<file path="config.mk">
export PLATFORM = sky130hd
export DESIGN_NAME = gpio_port
export DESIGN_NICKNAME = d
export VERILOG_FILES = /design/src/include/gpio_port_pkg.sv /design/src/include/reg_access_if.sv /design/src/core/gpio_port.sv /design/src/core/pin_mux.sv /design/src/core/axil_reg_slave.sv
export SDC_FILE = /design/constraint.sdc
export NUM_CORES = 1
export LEC_CHECK = 0
export ABC_CLOCK_PERIOD_IN_PS = 5200
export BUFFER_PORTS_ARGS = -buffer_cell sky130_fd_sc_hd__buf_4
export CAP_MARGIN = 20
export CORE_UTILIZATION = 47
export CTS_CLUSTER_DIAMETER = 60
export CTS_CLUSTER_SIZE = 28
export DETAILED_ROUTE_END_ITERATION = 7
export PLACE_DENSITY = 0.83
export SYNTH_ARGS = -nofsm -noshare
export SYNTH_HDL_FRONTEND = slang
export SYNTH_HIERARCHICAL = 1
export SYNTH_SLANG_ARGS = --single-unit
</file>
<file path="constraint.sdc">
create_clock -name aclk -period 5.2 [get_ports aclk]
set_input_delay 0.78 -clock aclk [delete_from_list [all_inputs] [get_ports aclk]]
set_output_delay 0.78 -clock aclk [all_outputs]
set_load 0.02 [all_outputs]
</file>
<file path="src/include/gpio_port_pkg.sv">
// Constants, register map and state types shared by the port blocks.
// Assumes byte-wide registers reached as 32-bit words, byte address = index * 4.
package gpio_port_pkg;

   localparam int unsigned ADDR_W     = 12;
   localparam int unsigned IDX_W      = 10;
   localparam int unsigned DATA_W     = 32;
   localparam int unsigned REG_W      = 8;
   localparam int unsigned PORT_D_W   = 8;
   localparam int unsigned PORT_E_W   = 3;

   // Register indices
   localparam logic [IDX_W-1:0] IDX_PORT_D_PIN   = 10'h008;
   localparam logic [IDX_W-1:0] IDX_PORT_E_PIN   = 10'h009;
   localparam logic [IDX_W-1:0] IDX_PORT_D_DIR   = 10'h088;
   localparam logic [IDX_W-1:0] IDX_PORT_E_DIR   = 10'h089;
   localparam logic [IDX_W-1:0] IDX_ANALOG_SEL   = 10'h091;
   localparam logic [IDX_W-1:0] IDX_SEGMENT_HIGH = 10'h11E;
   localparam logic [IDX_W-1:0] IDX_DEVICE_CFG   = 10'h120;

   // Values after reset
   localparam logic [7:0] RST_PORT_D_DIR   = 8'hFF;
   localparam logic [2:0] RST_PORT_E_DIR   = 3'h7;
   localparam logic [7:0] RST_PORT_D_LATCH = 8'h00;
   localparam logic [2:0] RST_PORT_E_LATCH = 3'h0;
   localparam logic [7:0] RST_ANALOG_SEL   = 8'hFF;
   localparam logic [7:0] RST_SEGMENT_HIGH = 8'h00;
   localparam logic       RST_MASTER_CLEAR_RESET_ENABLE  = 1'h1;

   // Field positions
   localparam int unsigned ANALOG_E_LSB   = 5;
   localparam int unsigned SEG_E_LSB      = 5;
   localparam int unsigned SEG_D_COUNT    = 5;
   localparam int unsigned SEG_D_PIN_LSB  = 3;
   localparam int unsigned CFG_MASTER_CLEAR_ENABLE_BIT  = 0;
   localparam int unsigned INPUT_ONLY_BIT = 3;

   localparam logic [1:0] RESP_OKAY   = 2'h0;
   localparam logic [1:0] RESP_SLVERR = 2'h2;

   typedef struct packed {
      logic [7:0] latch_d;
      logic [7:0] dir_d;
      logic [2:0] latch_e;
      logic [2:0] dir_e;
      logic [7:0] analog_sel;
      logic [7:0] segment_high;
      logic       master_clear_reset_enable;
   } port_regs_t;

   // Decodes whether a word index holds a register
   function automatic logic reg_mapped(input logic [IDX_W-1:0] idx);
      case (idx)
         IDX_PORT_D_PIN, IDX_PORT_E_PIN, IDX_PORT_D_DIR, IDX_PORT_E_DIR,
         IDX_ANALOG_SEL, IDX_SEGMENT_HIGH, IDX_DEVICE_CFG: reg_mapped = 1'b1;
         default:                                         reg_mapped = 1'b0;
      endcase
   endfunction : reg_mapped

endpackage : gpio_port_pkg

</file>
<file path="src/include/reg_access_if.sv">
// Byte-register access path between the bus slave and the register file.
// Assumes one clock; strobes are single-cycle and qualified by the slave.
interface reg_access_if;
   logic                                 wr_en;
   logic [gpio_port_pkg::IDX_W-1:0]      wr_idx;
   logic [gpio_port_pkg::REG_W-1:0]      wr_data;
   logic [gpio_port_pkg::IDX_W-1:0]      rd_idx;
   logic [gpio_port_pkg::REG_W-1:0]      rd_data;

   modport bus  (output wr_en, wr_idx, wr_data, rd_idx, input rd_data);
   modport regs (input wr_en, wr_idx, wr_data, rd_idx, output rd_data);
endinterface : reg_access_if

</file>
<file path="src/core/gpio_port.sv">
// Eight-bit port D and four-bit port E pin logic with AXI4-Lite registers.
// Assumes pin inputs already Schmitt-buffered and synchronous to aclk.
//
// What this block does
// Port E pin state in one byte register
// Three low port E pins individually input/output
// Input-only pin readable only without master clear
// Input-only pin direction bit always reads one
// Upper four port E bits read zero
// Direction bits 2-0 steer the bidirectional pins
// Pin register bit follows pin logic level
// Each bidirectional pin: digital, analog input or segment
// Input-only pin: reset with pull-up, or input
// LCD module may tri-state its segment outputs
// Software clears analog select for digital use
// Segment enables cleared only on power-on reset
// Direction one means input, zero drives latch
// Every reset sets all direction bits to input
//
// The AXI4-Lite register port was decided locally.
module gpio_port (
   input  wire logic                               aclk,
   input  wire logic                               aresetn,
   input  wire logic                               power_on_reset,
   input  wire logic [gpio_port_pkg::ADDR_W-1:0]   awaddr,
   input  wire logic                               awvalid,
   output logic                                    awready,
   input  wire logic [gpio_port_pkg::DATA_W-1:0]   wdata,
   input  wire logic [3:0]                         wstrb,
   input  wire logic                               wvalid,
   output logic                                    wready,
   output logic [1:0]                              bresp,
   output logic                                    bvalid,
   input  wire logic                               bready,
   input  wire logic [gpio_port_pkg::ADDR_W-1:0]   araddr,
   input  wire logic                               arvalid,
   output logic                                    arready,
   output logic [gpio_port_pkg::DATA_W-1:0]        rdata,
   output logic [1:0]                              rresp,
   output logic                                    rvalid,
   input  wire logic                               rready,
   input  wire logic [gpio_port_pkg::PORT_D_W-1:0] port_d_in,
   output logic      [gpio_port_pkg::PORT_D_W-1:0] port_d_out,
   output logic      [gpio_port_pkg::PORT_D_W-1:0] port_d_oe,
   input  wire logic [gpio_port_pkg::PORT_E_W-1:0] bidirectional_pins_in,
   output logic      [gpio_port_pkg::PORT_E_W-1:0] bidirectional_pins_out,
   output logic      [gpio_port_pkg::PORT_E_W-1:0] bidirectional_pins_oe,
   input  wire logic                               input_only_pin,
   input  wire logic [7:0]                         lcd_segment_out,
   input  wire logic [7:0]                         lcd_segment_oe,
   output logic [gpio_port_pkg::PORT_E_W-1:0]      analog_input_connect,
   output logic                                    master_clear_reset,
   output logic                                    weak_pullup_enable
);
   gpio_port_pkg::port_regs_t r_q;
   gpio_port_pkg::port_regs_t r_d;

   reg_access_if regs ();

   logic [gpio_port_pkg::PORT_D_W-1:0] d_seg_en;
   logic [gpio_port_pkg::PORT_D_W-1:0] d_seg_out;
   logic [gpio_port_pkg::PORT_D_W-1:0] d_seg_oe;
   logic [gpio_port_pkg::PORT_D_W-1:0] d_digital;
   logic [gpio_port_pkg::PORT_E_W-1:0] e_seg_en;
   logic [gpio_port_pkg::PORT_E_W-1:0] e_seg_out;
   logic [gpio_port_pkg::PORT_E_W-1:0] e_seg_oe;
   logic [gpio_port_pkg::PORT_E_W-1:0] e_analog;
   logic [gpio_port_pkg::PORT_E_W-1:0] e_digital;
   logic                               input_only_visible;

   axil_reg_slave u_slave (
      .aclk    (aclk),
      .aresetn (aresetn),
      .awaddr  (awaddr),
      .awvalid (awvalid),
      .awready (awready),
      .wdata   (wdata),
      .wstrb   (wstrb),
      .wvalid  (wvalid),
      .wready  (wready),
      .bresp   (bresp),
      .bvalid  (bvalid),
      .bready  (bready),
      .araddr  (araddr),
      .arvalid (arvalid),
      .arready (arready),
      .rdata   (rdata),
      .rresp   (rresp),
      .rvalid  (rvalid),
      .rready  (rready),
      .regs    (regs.bus)
   );

   // Segment enables: low five bits serve port D pins 7-3, high three port E
   assign d_seg_en  = {r_q.segment_high[gpio_port_pkg::SEG_D_COUNT-1:0],
                       3'h0};
   assign d_seg_out = {lcd_segment_out[gpio_port_pkg::SEG_D_COUNT-1:0], 3'h0};
   assign d_seg_oe  = {lcd_segment_oe[gpio_port_pkg::SEG_D_COUNT-1:0], 3'h0};
   assign e_seg_en  = r_q.segment_high[7:gpio_port_pkg::SEG_E_LSB];
   assign e_seg_out = lcd_segment_out[7:gpio_port_pkg::SEG_E_LSB];
   assign e_seg_oe  = lcd_segment_oe[7:gpio_port_pkg::SEG_E_LSB];
   assign e_analog  = r_q.analog_sel[7:gpio_port_pkg::ANALOG_E_LSB];

   pin_mux #(
      .WIDTH (gpio_port_pkg::PORT_D_W)
   ) u_port_d (
      .latch      (r_q.latch_d),
      .dir        (r_q.dir_d),
      .seg_en     (d_seg_en),
      .seg_out    (d_seg_out),
      .seg_oe     (d_seg_oe),
      .analog_en  (8'h00),
      .pin_in     (port_d_in),
      .pin_out    (port_d_out),
      .pin_oe     (port_d_oe),
      .digital_in (d_digital)
   );

   pin_mux #(
      .WIDTH (gpio_port_pkg::PORT_E_W)
   ) u_port_e (
      .latch      (r_q.latch_e),
      .dir        (r_q.dir_e),
      .seg_en     (e_seg_en),
      .seg_out    (e_seg_out),
      .seg_oe     (e_seg_oe),
      .analog_en  (e_analog),
      .pin_in     (bidirectional_pins_in),
      .pin_out    (bidirectional_pins_out),
      .pin_oe     (bidirectional_pins_oe),
      .digital_in (e_digital)
   );

   // Analog converter sees a pin only while it is analog-selected
   assign analog_input_connect = e_analog;

   // Input-only pin: reset line with pull-up, or a plain digital input
   assign input_only_visible = input_only_pin & ~r_q.master_clear_reset_enable;
   assign master_clear_reset = r_q.master_clear_reset_enable & ~input_only_pin;
   assign weak_pullup_enable = r_q.master_clear_reset_enable;

   // Register read path
   always_comb begin
      case (regs.rd_idx)
         gpio_port_pkg::IDX_PORT_D_PIN: begin
            regs.rd_data = d_digital;
         end
         gpio_port_pkg::IDX_PORT_E_PIN: begin
            regs.rd_data = {4'h0, input_only_visible, e_digital};
         end
         gpio_port_pkg::IDX_PORT_D_DIR: begin
            regs.rd_data = r_q.dir_d;
         end
         gpio_port_pkg::IDX_PORT_E_DIR: begin
            regs.rd_data = {4'h0, 1'b1, r_q.dir_e};
         end
         gpio_port_pkg::IDX_ANALOG_SEL: begin
            regs.rd_data = r_q.analog_sel;
         end
         gpio_port_pkg::IDX_SEGMENT_HIGH: begin
            regs.rd_data = r_q.segment_high;
         end
         gpio_port_pkg::IDX_DEVICE_CFG: begin
            regs.rd_data = {7'h00, r_q.master_clear_reset_enable};
         end
         default: begin
            regs.rd_data = 8'h00;
         end
      endcase
   end

   // Register writes and resets
   always_comb begin
      r_d = r_q;
      if (regs.wr_en) begin
         case (regs.wr_idx)
            gpio_port_pkg::IDX_PORT_D_PIN: begin
               r_d.latch_d = regs.wr_data;
            end
            gpio_port_pkg::IDX_PORT_E_PIN: begin
               r_d.latch_e = regs.wr_data[2:0];
            end
            gpio_port_pkg::IDX_PORT_D_DIR: begin
               r_d.dir_d = regs.wr_data;
            end
            gpio_port_pkg::IDX_PORT_E_DIR: begin
               r_d.dir_e = regs.wr_data[2:0];
            end
            gpio_port_pkg::IDX_ANALOG_SEL: begin
               r_d.analog_sel = regs.wr_data;
            end
            gpio_port_pkg::IDX_SEGMENT_HIGH: begin
               r_d.segment_high = regs.wr_data;
            end
            gpio_port_pkg::IDX_DEVICE_CFG: begin
               r_d.master_clear_reset_enable = regs.wr_data[gpio_port_pkg::CFG_MASTER_CLEAR_ENABLE_BIT];
            end
            default: begin
               r_d = r_q;
            end
         endcase
      end
      if (!aresetn || power_on_reset) begin
         r_d.dir_d       = gpio_port_pkg::RST_PORT_D_DIR;
         r_d.dir_e       = gpio_port_pkg::RST_PORT_E_DIR;
         r_d.analog_sel  = gpio_port_pkg::RST_ANALOG_SEL;
         r_d.master_clear_reset_enable = gpio_port_pkg::RST_MASTER_CLEAR_RESET_ENABLE;
      end
      if (power_on_reset) begin
         r_d.segment_high = gpio_port_pkg::RST_SEGMENT_HIGH;
         r_d.latch_d      = gpio_port_pkg::RST_PORT_D_LATCH;
         r_d.latch_e      = gpio_port_pkg::RST_PORT_E_LATCH;
      end
   end

   always_ff @(posedge aclk) begin
      r_q <= r_d;
   end
endmodule : gpio_port

</file>
<file path="src/core/pin_mux.sv">
// Per-pin output selection between port latch and LCD segment drive.
// Assumes pin inputs already synchronous; purely combinational.
module pin_mux #(
   parameter int unsigned WIDTH = 8
) (
   input  wire logic [WIDTH-1:0] latch,
   input  wire logic [WIDTH-1:0] dir,
   input  wire logic [WIDTH-1:0] seg_en,
   input  wire logic [WIDTH-1:0] seg_out,
   input  wire logic [WIDTH-1:0] seg_oe,
   input  wire logic [WIDTH-1:0] analog_en,
   input  wire logic [WIDTH-1:0] pin_in,
   output logic      [WIDTH-1:0] pin_out,
   output logic      [WIDTH-1:0] pin_oe,
   output logic      [WIDTH-1:0] digital_in
);
   // Segment drive overrides the latch; LCD decides its own tri-state
   assign pin_out    = (seg_en & seg_out) | (~seg_en & latch);
   assign pin_oe     = (seg_en & seg_oe) | (~seg_en & ~dir);
   // Analog-selected pins read as zero
   assign digital_in = pin_in & ~analog_en;
endmodule : pin_mux

</file>
<file path="src/core/axil_reg_slave.sv">
// AXI4-Lite slave turning word accesses into byte register strobes.
// Assumes registers sit in byte lane 0 of aligned words; one clock.
module axil_reg_slave (
   input  wire logic                               aclk,
   input  wire logic                               aresetn,
   input  wire logic [gpio_port_pkg::ADDR_W-1:0]   awaddr,
   input  wire logic                               awvalid,
   output logic                                    awready,
   input  wire logic [gpio_port_pkg::DATA_W-1:0]   wdata,
   input  wire logic [3:0]                         wstrb,
   input  wire logic                               wvalid,
   output logic                                    wready,
   output logic [1:0]                              bresp,
   output logic                                    bvalid,
   input  wire logic                               bready,
   input  wire logic [gpio_port_pkg::ADDR_W-1:0]   araddr,
   input  wire logic                               arvalid,
   output logic                                    arready,
   output logic [gpio_port_pkg::DATA_W-1:0]        rdata,
   output logic [1:0]                              rresp,
   output logic                                    rvalid,
   input  wire logic                               rready,
   reg_access_if.bus                               regs
);
   typedef struct packed {
      logic                              aw_held;
      logic [gpio_port_pkg::ADDR_W-1:0]  awaddr;
      logic                              w_held;
      logic [7:0]                        wdata;
      logic                              wlane;
      logic                              bvalid;
      logic [1:0]                        bresp;
      logic                              ar_held;
      logic [gpio_port_pkg::ADDR_W-1:0]  araddr;
      logic                              rvalid;
      logic [1:0]                        rresp;
      logic [gpio_port_pkg::DATA_W-1:0]  rdata;
   } slave_state_t;

   slave_state_t s_q;
   slave_state_t s_d;
   logic         wr_go;
   logic         wr_ok;
   logic         rd_ok;

   assign awready = ~s_q.aw_held & ~s_q.bvalid;
   assign wready  = ~s_q.w_held & ~s_q.bvalid;
   assign arready = ~s_q.ar_held & ~s_q.rvalid;
   assign bvalid  = s_q.bvalid;
   assign bresp   = s_q.bresp;
   assign rvalid  = s_q.rvalid;
   assign rresp   = s_q.rresp;
   assign rdata   = s_q.rdata;

   assign wr_go = s_q.aw_held & s_q.w_held & ~s_q.bvalid;
   assign wr_ok = (s_q.awaddr[1:0] == 2'h0) & gpio_port_pkg::reg_mapped(s_q.awaddr[11:2]);
   assign rd_ok = (s_q.araddr[1:0] == 2'h0) & gpio_port_pkg::reg_mapped(s_q.araddr[11:2]);

   assign regs.wr_en   = wr_go & wr_ok & s_q.wlane;
   assign regs.wr_idx  = s_q.awaddr[11:2];
   assign regs.wr_data = s_q.wdata;
   assign regs.rd_idx  = s_q.araddr[11:2];

   always_comb begin
      s_d = s_q;
      if (awvalid && awready) begin
         s_d.aw_held = 1'b1;
         s_d.awaddr  = awaddr;
      end
      if (wvalid && wready) begin
         s_d.w_held = 1'b1;
         s_d.wdata  = wdata[7:0];
         s_d.wlane  = wstrb[0];
      end
      if (wr_go) begin
         s_d.aw_held = 1'b0;
         s_d.w_held  = 1'b0;
         s_d.bvalid  = 1'b1;
         s_d.bresp   = wr_ok ? gpio_port_pkg::RESP_OKAY : gpio_port_pkg::RESP_SLVERR;
      end else if (s_q.bvalid && bready) begin
         s_d.bvalid = 1'b0;
      end
      if (arvalid && arready) begin
         s_d.ar_held = 1'b1;
         s_d.araddr  = araddr;
      end else if (s_q.ar_held) begin
         s_d.ar_held = 1'b0;
         s_d.rvalid  = 1'b1;
         s_d.rresp   = rd_ok ? gpio_port_pkg::RESP_OKAY : gpio_port_pkg::RESP_SLVERR;
         s_d.rdata   = rd_ok ? {24'h000000, regs.rd_data} : 32'h00000000;
      end else if (s_q.rvalid && rready) begin
         s_d.rvalid = 1'b0;
      end
      if (!aresetn) begin
         s_d = '0;
      end
   end

   always_ff @(posedge aclk) begin
      s_q <= s_d;
   end
endmodule : axil_reg_slave

</file>
==> metrics.txt <==
status=finished clean; clock latency on the worst-skew pair=0.36 ns; Avg WL per Cell=14.7 um; Core Util, Final=0.567; syn_area_per_cell=8.78 sq um; core box area=0.00977 sq mm; Yosys warning total=6; number of synthesized flops with an enable pin=0; full die area=0.0105 sq mm; Overflow after GRT=0; worst vdd ir=0.000164 V; Starting Density=0.486; H-tree level count=3; fill count=895; min Tclk post-route=2.89 ns; Design Power=1.40 mW; setup TNS=0 ns; Slew Limit Fails=0; crit start category=flip-flop; setup violators final=0; commonest non-fill, non-tap cell in the layout=buf_4; Lkg Pwr=2.53 nW; crit path kind=flip-flop to flip-flop; DP Wirelength=8540 um; routed vias=3877; chip width=103 um; Pwr Density=252 mW/mm^2; num ports=164; DRC Markers=0; sequential cell area fraction in the yosys report=0.367; largest net degree at the start of global routing=58; critical path endpoint category=flip-flop; Via density=5.09; worst endpoint data arrival time=3.14 ns; Primary FF master, synth=dfxtp_1; setup bufs post-CTS=0; area grow syn2layout=16.8%; die height=103 um; HP Class=flip-flop to flip-flop; CTS Buffer Depth=2; vias in the first global route=3657; area post-placement=0.00535 sq mm; RSZ-0062 raised after global routing=no; cts repair resizes=0; CP max FO=8; Async SR Flop Fraction=0; Rel. slew slack=0.502; crit share post-route=0.556; Final Hold Fails=0; design area=0.00555 sq mm; PortBufs=110; gr usage total=0.221; Root Buffer=clkbuf_8; hold path start=u_slave/s_q[51]$_SDFFE_PN0P_; initial antenna violation count=0; Synth Register Bits=87; hold buffers post-CTS=0; Final Skew=0.00984 ns; post-route ant nets=0; first-pass GRT wire length=17700 um; post-synthesis cell count=541; Synth Cell Area=0.00475 sq mm; Worst EP required=5.45 ns; crit path from=u_slave/regs.wr_idx[1]$_SDFFE_PN0P_; Cell variety after synth=43; Iter 0 DRT Violations=260; RD Place Congestion=0.849; Num CTS Buffers=9; worst-margin pin slew=0.746 ns; ANT cells=0; CTS Sinks=87; Reg-to-Reg Start=u_slave/regs.wr_idx[1]$_SDFFE_PN0P_; max cap viols=0; Layout Nets=720; Routed Wire Length=11200 um; Fmax=0.346 GHz; commonest non-fill, non-tap cells in the layout=111 x buf_4, 105 x nand2_1, 87 x dfxtp_1, 49 x conb_1, 46 x mux2i_1; CTS tree=yes; share of cells above drive strength 1=0.242; Clk pin slew, worst setup/hold paths=0.08 ns; Site Rows=36; drt pass-1 iters=5
[path summary, 6_finish.rpt]
path / slack (ns) / to / depth (start not counted)
max: 2.31 / analog_input_connect[1]$_SDFFE_PP1P_ / 8
min: 0.48 / u_slave/s_q[51]$_SDFFE_PN0P_ / 2
max reg2reg: 2.31 / analog_input_connect[1]$_SDFFE_PP1P_ / 8
min reg2reg: 0.48 / u_slave/s_q[51]$_SDFFE_PN0P_ / 2
[flip-flops by register name, indices dropped and copies added (netlist names)]
name / cells
u_slave/bresp: 1
u_slave/regs.wr_data: 8
weak_pullup_enable: 1
u_slave/s_q: 8
u_slave/rvalid: 1
u_slave/rresp: 1
u_slave/rdata: 8
d_seg_en: 5
e_seg_en: 3
r_q: 27
analog_input_connect: 3
u_slave/bvalid: 1
u_slave/regs.rd_idx: 10
u_slave/regs.wr_idx: 10
[area by class of cell]
type	instances	area [sq um]	area share
multi-input cells	408	2580	0.465
flip-flops and latches	87	1740	0.314
repair buffers	111	833	0.150
well taps	133	166	0.0300
clock buffers	11	141	0.0255
clock inverters	5	57.6	0.0104
inverters	7	26.3	0.00474
[cells by family (layout without fill, tap and decap cells)]
logic type,count (synthesis),count (layout),share of synthesized area
other,2,49,0.00158
AO/OA/AOI/OAI,81,81,0.126
multiplexers,59,59,0.141
buffers and inverters,93,134,0.127
flip-flops,87,87,0.367
AND/OR/NAND/NOR,219,219,0.237
[where the power goes]
group / switching, mW / internal, mW
logic: 0.106 / 0.0900
clock network: 0.244 / 0.234
registers: 0.0391 / 0.686
total: 0.389 / 1.01
[metrics by stage]
step	cells	worst slack, ns	hold slack [ns]
detailed placement	746	2.32	0.466
floorplan	588	2.81	0.436
global placement	746	2.48	0.455
global route	762	2.06	0.511
CTS	762	2.31	0.480
finish	762	2.31	0.479
[worst max-delay path, cell delays in order, from the launching register on]
cell	delay, ns
dfxtp_1	0.40
or4_1	0.54
mux2i_1	0.15
a32oi_1	0.15
nor3b_1	0.32
nor4b_4	0.45
nand4_2	0.44
mux2i_1	0.27
nand2_1	0.07
[cells in the mapped netlist, types with 2 or more instances]
cell type | instances | area, sq um
dfxtp_1 | 87 | 1740
clkbuf_1 | 16 | 60.1
a221o_1 | 6 | 60.1
nor3b_1 | 4 | 30.0
mux4_2 | 2 | 45.0
nor2b_1 | 24 | 150
o21ai_0 | 22 | 110
and2_1 | 4 | 25.0
a21boi_0 | 36 | 270
nand3b_1 | 9 | 67.6
nand4b_1 | 2 | 17.5
nor4_1 | 4 | 25.0
a21oi_1 | 4 | 20.0
nor2_1 | 29 | 109
nand3_1 | 4 | 20.0
nand2_1 | 105 | 394
mux2_4 | 11 | 165
inv_1 | 7 | 26.3
nor4_4 | 2 | 42.5
nand4_2 | 4 | 50.1
nor3_1 | 8 | 40.0
mux2i_1 | 46 | 460
conb_1 | 2 | 7.51
buf_4 | 67 | 503
nand4_1 | 13 | 81.3
and3_1 | 3 | 18.8
o21a_1 | 3 | 22.5
buf_2 | 2 | 10.0
[metal layers]
metal  track usage  part of all wire
met5             0                 0
met4         0.110             0.032
met3        0.0549             0.064
met2         0.358              0.47
met1         0.274              0.43
Power figures use the tool's default switching activity.
